--- src/rtl/sdp_defs.vh ---
// Constants and field layout of the SPI datagram slave port.
// Summary of operation
// - Each frame is 40 bits: address byte then four data bytes.
// - Frame bit 39 is direction: 0 read, 1 write (address plus 0x80).
// - Every access moves a full 32-bit data word.
// - A full reply frame goes out in every transaction.
// - After a read, reply data is the register addressed by that read.
// - After a write, reply data echoes the write data received.
// - A read writes no register, but a read of address 0x00 pulses the status clear; its data bits are ignored.
// - Reply bits 39..32 are status; bit 7 zero, bit 0 reset flag.
// - Status bits 6 and 5 mirror left stop switch of motor 2 and 1.
// - Status bits 4 and 3 mirror velocity reached of motor 2 and 1.
// - Status bits 2 and 1 mirror driver fault 2 and 1 flags.
// - Register values sit right aligned in the 32-bit data field.
// - Input sampled on link clock rise, output changed after its fall.
// - Most significant bit first, bit 0 last, both directions.
// - Extra bits reappear on serial output delayed by 40 clocks.
// - Chip select rising edge takes shift register as the command if 40 or more bits came in.
// - With over 40 bits, only the last 40 form the command.
`ifndef SDP_DEFS_VH
`define SDP_DEFS_VH
`define SDP_FRAME_BITS 40
`define SDP_FRAME_MSB 39
`define SDP_DATA_MSB 31
`define SDP_ADDR_MSB 38
`define SDP_ADDR_LSB 32
`define SDP_DIR_BIT 39
`define SDP_CNT_W 6
`define SDP_CNT_FULL 6'h28
`define SDP_CNT_ZERO 6'h00
`define SDP_CNT_ONE 6'h01
`define SDP_GLOBAL_STATUS_REG_ADDR 7'h00
`define SDP_ZERO32 32'h00000000
`define SDP_ZERO40 40'h0000000000
`define SDP_ZERO7 7'h00
`define SDP_ST_RSVD 1'h0
`define SDP_BUF_W 39
`endif

--- src/rtl/sdp_sync.v ---
// Two flip-flop synchroniser for one asynchronous level.
`timescale 1ns/1ps
module sdp_sync #(
  parameter RESET_VAL = 1'b0
) (
  // Clock and reset
  input wire core_clk_i,
  input wire rst_i,
  // Asynchronous level in, synchronised level out
  input wire async_i,
  output reg sync_o
);

  reg meta;

  always @(posedge core_clk_i or posedge rst_i) begin
    if (rst_i) begin
      meta <= RESET_VAL;
      sync_o <= RESET_VAL;
    end else begin
      meta <= async_i;
      sync_o <= meta;
    end
  end

endmodule

--- src/rtl/sdp_buf2.v ---
// Two-entry buffer with valid and ready on both sides.
`timescale 1ns/1ps
module sdp_buf2 #(
  parameter W = 39
) (
  // Clock and reset
  input wire core_clk_i,
  input wire rst_i,
  // Filling side
  input wire in_valid_i,
  output wire in_ready_o,
  input wire [W-1:0] in_data_i,
  // Draining side
  output wire out_valid_o,
  input wire out_ready_i,
  output wire [W-1:0] out_data_o
);

  reg [W-1:0] mem [0:1];
  reg wr_ptr;
  reg rd_ptr;
  reg [1:0] fill;
  wire push;
  wire pop;

  assign in_ready_o = (fill != 2'h2);
  assign out_valid_o = (fill != 2'h0);
  assign out_data_o = mem[rd_ptr];
  assign push = in_valid_i & in_ready_o;
  assign pop = out_valid_o & out_ready_i;

  always @(posedge core_clk_i) begin
    if (push) begin
      mem[wr_ptr] <= in_data_i;
    end
  end

  always @(posedge core_clk_i or posedge rst_i) begin
    if (rst_i) begin
      wr_ptr <= 1'b0;
      rd_ptr <= 1'b0;
      fill <= 2'h0;
    end else begin
      if (push) begin
        wr_ptr <= ~wr_ptr;
      end
      if (pop) begin
        rd_ptr <= ~rd_ptr;
      end
      if (push & ~pop) begin
        fill <= fill + 2'h1;
      end else if (pop & ~push) begin
        fill <= fill - 2'h1;
      end
    end
  end

endmodule

--- src/rtl/sdp_spi_port.v ---
// SPI datagram slave port: shifter, frame decode, read pipeline, write queue.
`timescale 1ns/1ps
`include "sdp_defs.vh"
module sdp_spi_port (
  // Clock and reset
  input wire core_clk_i,
  input wire rst_i,
  // SPI pins
  input wire sck_i,
  input wire sdi_i,
  input wire chip_select_n_i,
  output reg sdo_o,
  output reg sdo_oe_o,
  // Status sources, same clock domain
  input wire [1:0] stop_left_i,
  input wire [1:0] vel_reached_i,
  input wire [1:0] drv_fault_i,
  input wire reset_flag_i,
  // Write command stream to the register file
  output reg wr_valid_o,
  input wire wr_ready_i,
  output reg [6:0] wr_addr_o,
  output reg [31:0] wr_data_o,
  // Read port of the register file
  output reg rd_req_o,
  output reg [6:0] rd_addr_o,
  input wire [31:0] rd_data_i,
  output reg global_status_reg_clear_o
);

  ////////////////////////////////////////////////////////////////////////////
  // Pin synchronisers and edge detection.

  wire sck_s;
  wire sdi_s;
  wire csn_s;
  reg sck_q;
  reg csn_q;
  wire sck_rise;
  wire sck_fall;
  wire cs_fall;
  wire cs_rise;

  sdp_sync #(.RESET_VAL(1'b0)) u_sync_sck (
    .core_clk_i(core_clk_i),
    .rst_i(rst_i),
    .async_i(sck_i),
    .sync_o(sck_s)
  );

  sdp_sync #(.RESET_VAL(1'b0)) u_sync_sdi (
    .core_clk_i(core_clk_i),
    .rst_i(rst_i),
    .async_i(sdi_i),
    .sync_o(sdi_s)
  );

  sdp_sync #(.RESET_VAL(1'b1)) u_sync_csn (
    .core_clk_i(core_clk_i),
    .rst_i(rst_i),
    .async_i(chip_select_n_i),
    .sync_o(csn_s)
  );

  always @(posedge core_clk_i or posedge rst_i) begin
    if (rst_i) begin
      sck_q <= 1'b0;
      csn_q <= 1'b1;
    end else begin
      sck_q <= sck_s;
      csn_q <= csn_s;
    end
  end

  // Edges are only seen if the link clock stays below half this clock.
  assign sck_rise = sck_s & ~sck_q & ~csn_s;
  assign sck_fall = ~sck_s & sck_q & ~csn_s;
  assign cs_fall = ~csn_s & csn_q;
  assign cs_rise = csn_s & ~csn_q;

  ////////////////////////////////////////////////////////////////////////////
  // Reply frame assembly and the single 40-bit shift register.

  reg [`SDP_FRAME_MSB:0] shreg;
  reg [`SDP_CNT_W-1:0] bit_cnt;
  reg [`SDP_DATA_MSB:0] reply_data;
  wire [7:0] status_byte;

  assign status_byte = {`SDP_ST_RSVD,
                        stop_left_i[1], stop_left_i[0],
                        vel_reached_i[1], vel_reached_i[0],
                        drv_fault_i[1], drv_fault_i[0],
                        reset_flag_i};

  // The reply is loaded at frame start; received bits push it out MSB first,
  // so bits past the 40th leave exactly 40 clocks later.
  always @(posedge core_clk_i or posedge rst_i) begin
    if (rst_i) begin
      shreg <= `SDP_ZERO40;
      bit_cnt <= `SDP_CNT_ZERO;
    end else if (cs_fall) begin
      shreg <= {status_byte, reply_data};
      bit_cnt <= `SDP_CNT_ZERO;
    end else if (sck_rise) begin
      shreg <= {shreg[`SDP_FRAME_MSB-1:0], sdi_s};
      if (bit_cnt != `SDP_CNT_FULL) begin
        bit_cnt <= bit_cnt + `SDP_CNT_ONE;
      end
    end
  end

  always @(posedge core_clk_i or posedge rst_i) begin
    if (rst_i) begin
      sdo_o <= 1'b0;
      sdo_oe_o <= 1'b0;
    end else begin
      sdo_oe_o <= ~csn_s;
      if (cs_fall) begin
        sdo_o <= status_byte[7];
      end else if (sck_fall) begin
        sdo_o <= shreg[`SDP_FRAME_MSB];
      end
    end
  end

  ////////////////////////////////////////////////////////////////////////////
  // Command decode at the end of a frame.

  wire frame_ok;
  wire frame_wr;
  wire [6:0] frame_addr;
  wire [31:0] frame_data;
  reg rd_pend;
  reg cmd_pend;
  reg [`SDP_BUF_W-1:0] cmd_word;
  wire buf_in_ready;
  wire buf_out_valid;
  wire buf_out_ready;
  wire [`SDP_BUF_W-1:0] buf_out_data;

  // Only full frames count; the last 40 bits are what the register holds.
  assign frame_ok = cs_rise & (bit_cnt == `SDP_CNT_FULL);
  assign frame_wr = shreg[`SDP_DIR_BIT];
  assign frame_addr = shreg[`SDP_ADDR_MSB:`SDP_ADDR_LSB];
  assign frame_data = shreg[`SDP_DATA_MSB:0];

  always @(posedge core_clk_i or posedge rst_i) begin
    if (rst_i) begin
      reply_data <= `SDP_ZERO32;
      rd_pend <= 1'b0;
      rd_req_o <= 1'b0;
      rd_addr_o <= `SDP_ZERO7;
      global_status_reg_clear_o <= 1'b0;
      cmd_pend <= 1'b0;
      cmd_word <= {`SDP_BUF_W{1'b0}};
    end else begin
      rd_req_o <= 1'b0;
      global_status_reg_clear_o <= 1'b0;
      rd_pend <= 1'b0;
      if (frame_ok & frame_wr) begin
        reply_data <= frame_data;
        cmd_word <= {frame_addr, frame_data};
        cmd_pend <= 1'b1;
      end else if (frame_ok) begin
        // A read fetches, and at address 0x00 pulses the status clear; its data bits are dropped.
        rd_req_o <= 1'b1;
        rd_addr_o <= frame_addr;
        rd_pend <= 1'b1;
        global_status_reg_clear_o <= (frame_addr == `SDP_GLOBAL_STATUS_REG_ADDR);
      end else if (cmd_pend & buf_in_ready) begin
        cmd_pend <= 1'b0;
      end
      if (rd_pend) begin
        reply_data <= rd_data_i;
      end
    end
  end

  ////////////////////////////////////////////////////////////////////////////
  // Write queue with registered output stage.

  sdp_buf2 #(.W(`SDP_BUF_W)) u_wr_buf (
    .core_clk_i(core_clk_i),
    .rst_i(rst_i),
    .in_valid_i(cmd_pend),
    .in_ready_o(buf_in_ready),
    .in_data_i(cmd_word),
    .out_valid_o(buf_out_valid),
    .out_ready_i(buf_out_ready),
    .out_data_o(buf_out_data)
  );

  assign buf_out_ready = ~wr_valid_o | wr_ready_i;

  always @(posedge core_clk_i or posedge rst_i) begin
    if (rst_i) begin
      wr_valid_o <= 1'b0;
      wr_addr_o <= `SDP_ZERO7;
      wr_data_o <= `SDP_ZERO32;
    end else if (buf_out_ready) begin
      wr_valid_o <= buf_out_valid;
      if (buf_out_valid) begin
        wr_addr_o <= buf_out_data[`SDP_BUF_W-1:`SDP_DATA_MSB+1];
        wr_data_o <= buf_out_data[`SDP_DATA_MSB:0];
      end
    end
  end

endmodule

--- config.mk ---
export PLATFORM = sky130hd
export DESIGN_NAME = sdp_spi_port
export DESIGN_NICKNAME = d
export VERILOG_FILES = /design/src/rtl/sdp_sync.v /design/src/rtl/sdp_buf2.v /design/src/rtl/sdp_spi_port.v
export VERILOG_INCLUDE_DIRS = /design/src /design/src/rtl
export SDC_FILE = /design/constraint.sdc
export NUM_CORES = 1
export LEC_CHECK = 0
export BUFFER_PORTS_ARGS = -buffer_cell sky130_fd_sc_hd__buf_2
export CAP_MARGIN = 5
export CORE_MARGIN = 3
export CORE_UTILIZATION = 40
export DETAILED_ROUTE_END_ITERATION = 12
export GPL_TIMING_DRIVEN = 0
export PLACE_DENSITY_LB_ADDON = 0.12
export SLEW_MARGIN = 20
export SYNTH_ARGS = -nofsm -noshare
export SYNTH_HDL_FRONTEND = slang
export SYNTH_SLANG_ARGS = --single-unit
--- constraint.sdc ---
create_clock -name core_clk_i -period 11.92 [get_ports core_clk_i]
set_input_delay 1.192 -clock core_clk_i [delete_from_list [all_inputs] [get_ports core_clk_i]]
set_output_delay 1.192 -clock core_clk_i [all_outputs]
set_load 0.005 [all_outputs]
After elaboration in Yosys (flattened, before gate mapping)
Memory sizes are Yosys's and may differ from the RTL's. A register that Yosys moved wholly into a read port is not among the register bits.
Index checks and enable logic that the tools add are counted.
Word-level totals
  bits of input ports: 45
  output and inout bits: 51
  register bits: 142
  memories kept: 1
  bits in writable memories: 78
Memories
  u_wr_buf.mem: depth 2, bits a word 39, rd ports 1, clocked after memory_dff 1, wr ports 1, line sdp_buf2.v:19  | reg [W-1:0] mem [0:1];
Cells by class
  equal/unequal tests: 4
  mux-type cells: 20
  reductions and logical operators: 12
  bitwise logic cells: 23
  add/subtract/negate cells: 3
Operator list (number)
  40-bit two-way mux: 2
  32-bit two-way mux: 2
  6-bit two-way mux: 3
  2-bit nonzero test: 7
  1-bit AND: 12
  1-bit two-way mux: 11
  1-bit NOT: 10
  2-bit AND reduction: 4
  7-bit logical NOT: 1
  6-bit by 1-bit adder with 6-bit output (second input constant): 1
  6-bit equality test (second input constant): 1
  6-bit != test (second input constant): 1
  2-bit two-way mux: 2
  2-bit by 1-bit adder with 2-bit output (second input constant): 1
  2-bit by 1-bit != test with 1-bit output (second input constant): 1
  2-bit != test (second input constant): 1
  2-bit by 1-bit subtractor with 2-bit output (second input constant): 1
  1-bit OR: 1

Logic depth before layout (Yosys ltp)
  depth after elaboration: 6
  mapped depth: 8

Cells and area by module
A second synthesis with hierarchy kept.
Second synthesis, totals
  cell total of the unflattened synthesis: 824
  area total of the unflattened synthesis: 10347.4 sq um
By module, submodules not included
  sdp_spi_port: cells an instance 675, sequential area each 4280.4 sq um, times used 1, area an instance 7146.9 sq um
  sdp_buf2: cells an instance 140, sequential area each 2442.3 sq um, times used 1, area an instance 3036.7 sq um
  sdp_sync (u_sync_sck ...): cells an instance 3, sequential area each 50.0 sq um, times used 2, area an instance 53.8 sq um
  sdp_sync (u_sync_csn): cells an instance 3, sequential area each 52.6 sq um, times used 1, area an instance 56.3 sq um

Worst setup path before layout
Ideal clock, no wire load.
  kind: reg2reg
  start point: register u_wr_buf.fill[0]
  end point: memory u_wr_buf.mem[0][0], enable pin
  period minus slack after synthesis: 2710 ps
  stages on the path, launching flop included: 4
  setup slack: 9210 ps
  setup time: 435 ps
  arrival time: 2274 ps
  cell sequence: dfrtp_1 -> nand2b_1 -> nand2_1 -> nor2_1
Between the ends
  word-level cells in the longest chain between the ends: 4
RTL lines
  start: declaration: line sdp_buf2.v:22  | reg [1:0] fill;
  start signal: assignment: line sdp_buf2.v:51  | fill <= fill + 2'h1;
  start signal: assignment: line sdp_buf2.v:53  | fill <= fill - 2'h1;
  2-bit != test: line sdp_buf2.v:26  | assign in_ready_o = (fill != 2'h2);
  1-bit AND: line sdp_buf2.v:29  | assign push = in_valid_i & in_ready_o;
  1-bit two-way mux: line sdp_buf2.v:33  | if (push) begin
  1-bit two-way mux (implied by the code): line sdp_buf2.v:34  | mem[wr_ptr] <= in_data_i;
  end: declaration: line sdp_buf2.v:19
Every way passes these cells.

Final worst setup path
  start point: input wr_ready_i
  end point: register u_wr_buf.fill[1]
Between the ends
  word-level cells in the longest chain between the ends: 5
  elaborated cells between the ends (all ways): 7
RTL lines
  start: declaration: line sdp_spi_port.v:21  | input wire wr_ready_i,
  1-bit OR (*): line sdp_spi_port.v:193  | assign buf_out_ready = ~wr_valid_o | wr_ready_i;
  1-bit AND (*): line sdp_buf2.v:30  | assign pop = out_valid_o & out_ready_i;
  1-bit NOT: line sdp_buf2.v:50  | if (push & ~pop) begin
  1-bit AND: line sdp_buf2.v:50
  2-bit two-way mux or 2-bit nonzero test (tied branches)
Every way passes the cells marked *; elsewhere a longest branch is shown, timed or not.
A chain may end at the register's enable or synchronous reset.

==> metrics.txt <==
initial antenna violation count=0; DP Area=11200 µm²; final slew viol count=0; final worst path period share=0.209; Tmin final=2490 ps; CTS Buf Count=28; full die area=27500 µm²; drt drc=0; total negative setup slack=0 ps; crit-path max FO=10; layout net count=999; Pleak=4.75 nW; design area=12200 µm²; CTS tree=done; Slew Limit Headroom=0.522; Clk pwr share=0.427; share of post-route cells with drive strength above 1=0.269; # rows=57; maxcap violations=0; Worst-Margin Slew=717 ps; placed cells=1245; Internal Power=1.55 mW; largest net degree at the start of global routing=98; switch share=0.242; startpoint types=primary input; status=finished clean; Mapped Cells=822; fin cells=1297; crit path DAT=2950 ps; Fmax=401 MHz; Power Density=169 nW/µm²; Area Overhead vs Synth=19.1%; EDFF count, synth=78; Final HPWL DP=15800 µm; Worst Clk Skew=8.44 ps; VDD IR max=86.5 µV; HP Class=flop to flop; Seq/Total Area, Yosys=0.673; hold buffer count at CTS=0; Clock Latency Late Sink=540 ps; commonest non-fill, non-tap cell in the layout=dfrtp_1; clk slew on worst S/H paths=60 ps; total gr overflow=0; core box area=24700 µm²; clk root buf=clkbuf_16; YS warnings=0; ys flop type=dfrtp_1; first-pass GRT wire length=39200 µm; worst endpoint required time=12380 ps; syn avg cell area=12.4 µm²; WL final=23900 µm; Place WS=8830 ps; Critical Path End Type=flop; first-pass iteration count of the detailed router=6; Net Count, Synth=870; Post-DRT Antenna Nets=0; synthesized flop and latch total=259; vias in the first global route=6952; most frequent cells in the layout=dfrtp_1 (178), nand2_1 (112), buf_2 (108), mux2_2 (92), edfxtp_1 (78); Mapped Area=10200 µm²; CTS H-tree depth=1; buffers added on ports=95; ANT cells=0; fillcell total=2307; Iter 0 DRT Violations=610; initial core utilization=0.414; Fin. Hold Viols=0; CTS Sinks=259; routed wire length per instance=18.4 µm; Vias/cell=5.24; final setup margin=9430 ps; Synth cell types=40; num ports=96; Net Sw Power=496 µW; Comb power frac=0.095; clock tree buffer depth=3; die width=166 µm; post_cts resized=0; critical path class=primary input to flop; via count=6798; total global-route track usage=0.175; Setup Viol. Count Final=0; Die Ht=166 µm; GP Congestion=0.776; RSZ-0062 raised after global routing=no; Min Hold Slack=347 ps; Seq pwr share=0.479; Post-CTS Setup Inserts=0; Async S/R FF share, synth=0.699
==> power by group through the flow <==
| stage | Combinational (mW) | Clock [mW] | Sequential (mW) |
|---|---|---|---|
| after floorplan | 0.143 | 0 | 0.986 |
| after global placement | 0.195 | 0 | 0.998 |
| after detailed placement | 0.199 | 0 | 0.998 |
| after CTS | 0.200 | 0.898 | 0.981 |
| after global routing | 0.217 | 0.939 | 0.987 |
| final | 0.194 | 0.875 | 0.982 |
==> synthesized netlist by cell type, drive strengths merged (2+ instances only) <==
library cell / n / area [µm²]
nor2b: 2 / 12.5
a31oi: 68 / 425
and3: 5 / 31.3
nor4: 4 / 40.0
a21oi: 7 / 35.0
mux2: 92 / 1040
nand2: 112 / 420
dfstp: 3 / 78.8
dfrtp: 178 / 4450
xor2: 3 / 26.3
o31ai: 2 / 15.0
edfxtp: 78 / 2340
nand2b: 3 / 18.8
ha: 3 / 37.5
buf: 17 / 87.6
or3: 3 / 18.8
inv: 9 / 33.8
nand4bb: 2 / 22.5
nor2: 72 / 270
nand3: 33 / 165
clkbuf: 40 / 150
xnor2: 2 / 17.5
nor3b: 2 / 15.0
o21ai: 68 / 340
a221o: 3 / 30.0
==> stage by stage <==
stage	power [mW]	util
after floorplan	1.13	-
after global placement	1.19	0.450
after detailed placement	1.20	0.455
after CTS	2.08	0.493
after global routing	2.14	0.493
final	2.05	0.493
==> state kept, by name (all words and copies together), names as in the netlist, 2 cells and up <==
| register | count |
|---|---|
| u_wr_buf.mem | 78 |
| shreg | 40 |
| cmd_word | 39 |
| reply_data | 32 |
| wr_data_o | 32 |
| rd_addr_o | 7 |
| wr_addr_o | 7 |
| bit_cnt | 6 |
| u_wr_buf.fill | 2 |
==> worst max-delay path: stages <==
cell and delay (ps):
buf_2 80, inv_1 30, a21oi_1 540, buf_2 390, inv_1 80, ha_1 220, xor2_1 140, nor2_1 120
xor2_1 150
==> worst paths after layout <==
| kind | depth (start not counted) | to | from | slack [ps] |
|---|---|---|---|---|
| worst min-delay path | 0 | u_sync_sdi.sync_o$_DFF_PP0_ | u_sync_sdi.meta$_DFF_PP0_ | 350 |
| min in group asynchronous | 2 | u_sync_sck.meta$_DFF_PP0_ | rst_i | 750 |
| worst min register to register | 0 | u_sync_sdi.sync_o$_DFF_PP0_ | u_sync_sdi.meta$_DFF_PP0_ | 350 |
| worst max register to register | 6 | rd_addr_o[3]$_DFFE_PP0P_ | bit_cnt[0]$_DFFE_PP0P_ | 9510 |
| worst max-delay path | 9 | u_wr_buf.fill[1]$_DFFE_PP0P_ | wr_ready_i | 9430 |
| max in group asynchronous | 3 | wr_data_o[29]$_DFFE_PP0P_ | rst_i | 10260 |
==> routing by layer <==
metal / global-route usage / routed length, µm / share of wire / vias up
met4: 0.0517 / 558 / 0.023 / 0
met2: 0.276 / 11100 / 0.47 / 164
met5: 0 / 0 / 0 / -
met1: 0.250 / 11000 / 0.46 / 3398
met3: 0.0293 / 1190 / 0.050 / 40
li1: - / - / - / 3196
==> final cells by class <==
class / count / area [µm²] / share of cell area
sequential: 259 / 6880 / 0.565
inverter: 9 / 41.3 / 0.00339
tap: 324 / 405 / 0.0333
multi-input combinational: 497 / 3080 / 0.253
clock inverter: 17 / 164 / 0.0135
buffer: 57 / 238 / 0.0195
timing repair buffer: 99 / 586 / 0.0481
clock buffer: 35 / 778 / 0.0640
==> kinds of logic (layout without fill, tap and decap cells) <==
logic type               Yosys count  in the layout  synth area share
AO/OA/AOI/OAI                    152            152            0.0861
AND/OR/NAND/NOR                  244            244             0.104
buffers and inverters             66            217            0.0266
flip-flops                       259            259             0.673
multiplexers                      93             93             0.102
XOR/XNOR                           5              5           0.00429
adder cells (fa/ha/maj)            3              3           0.00367
(Power assumes the default switching activity.)
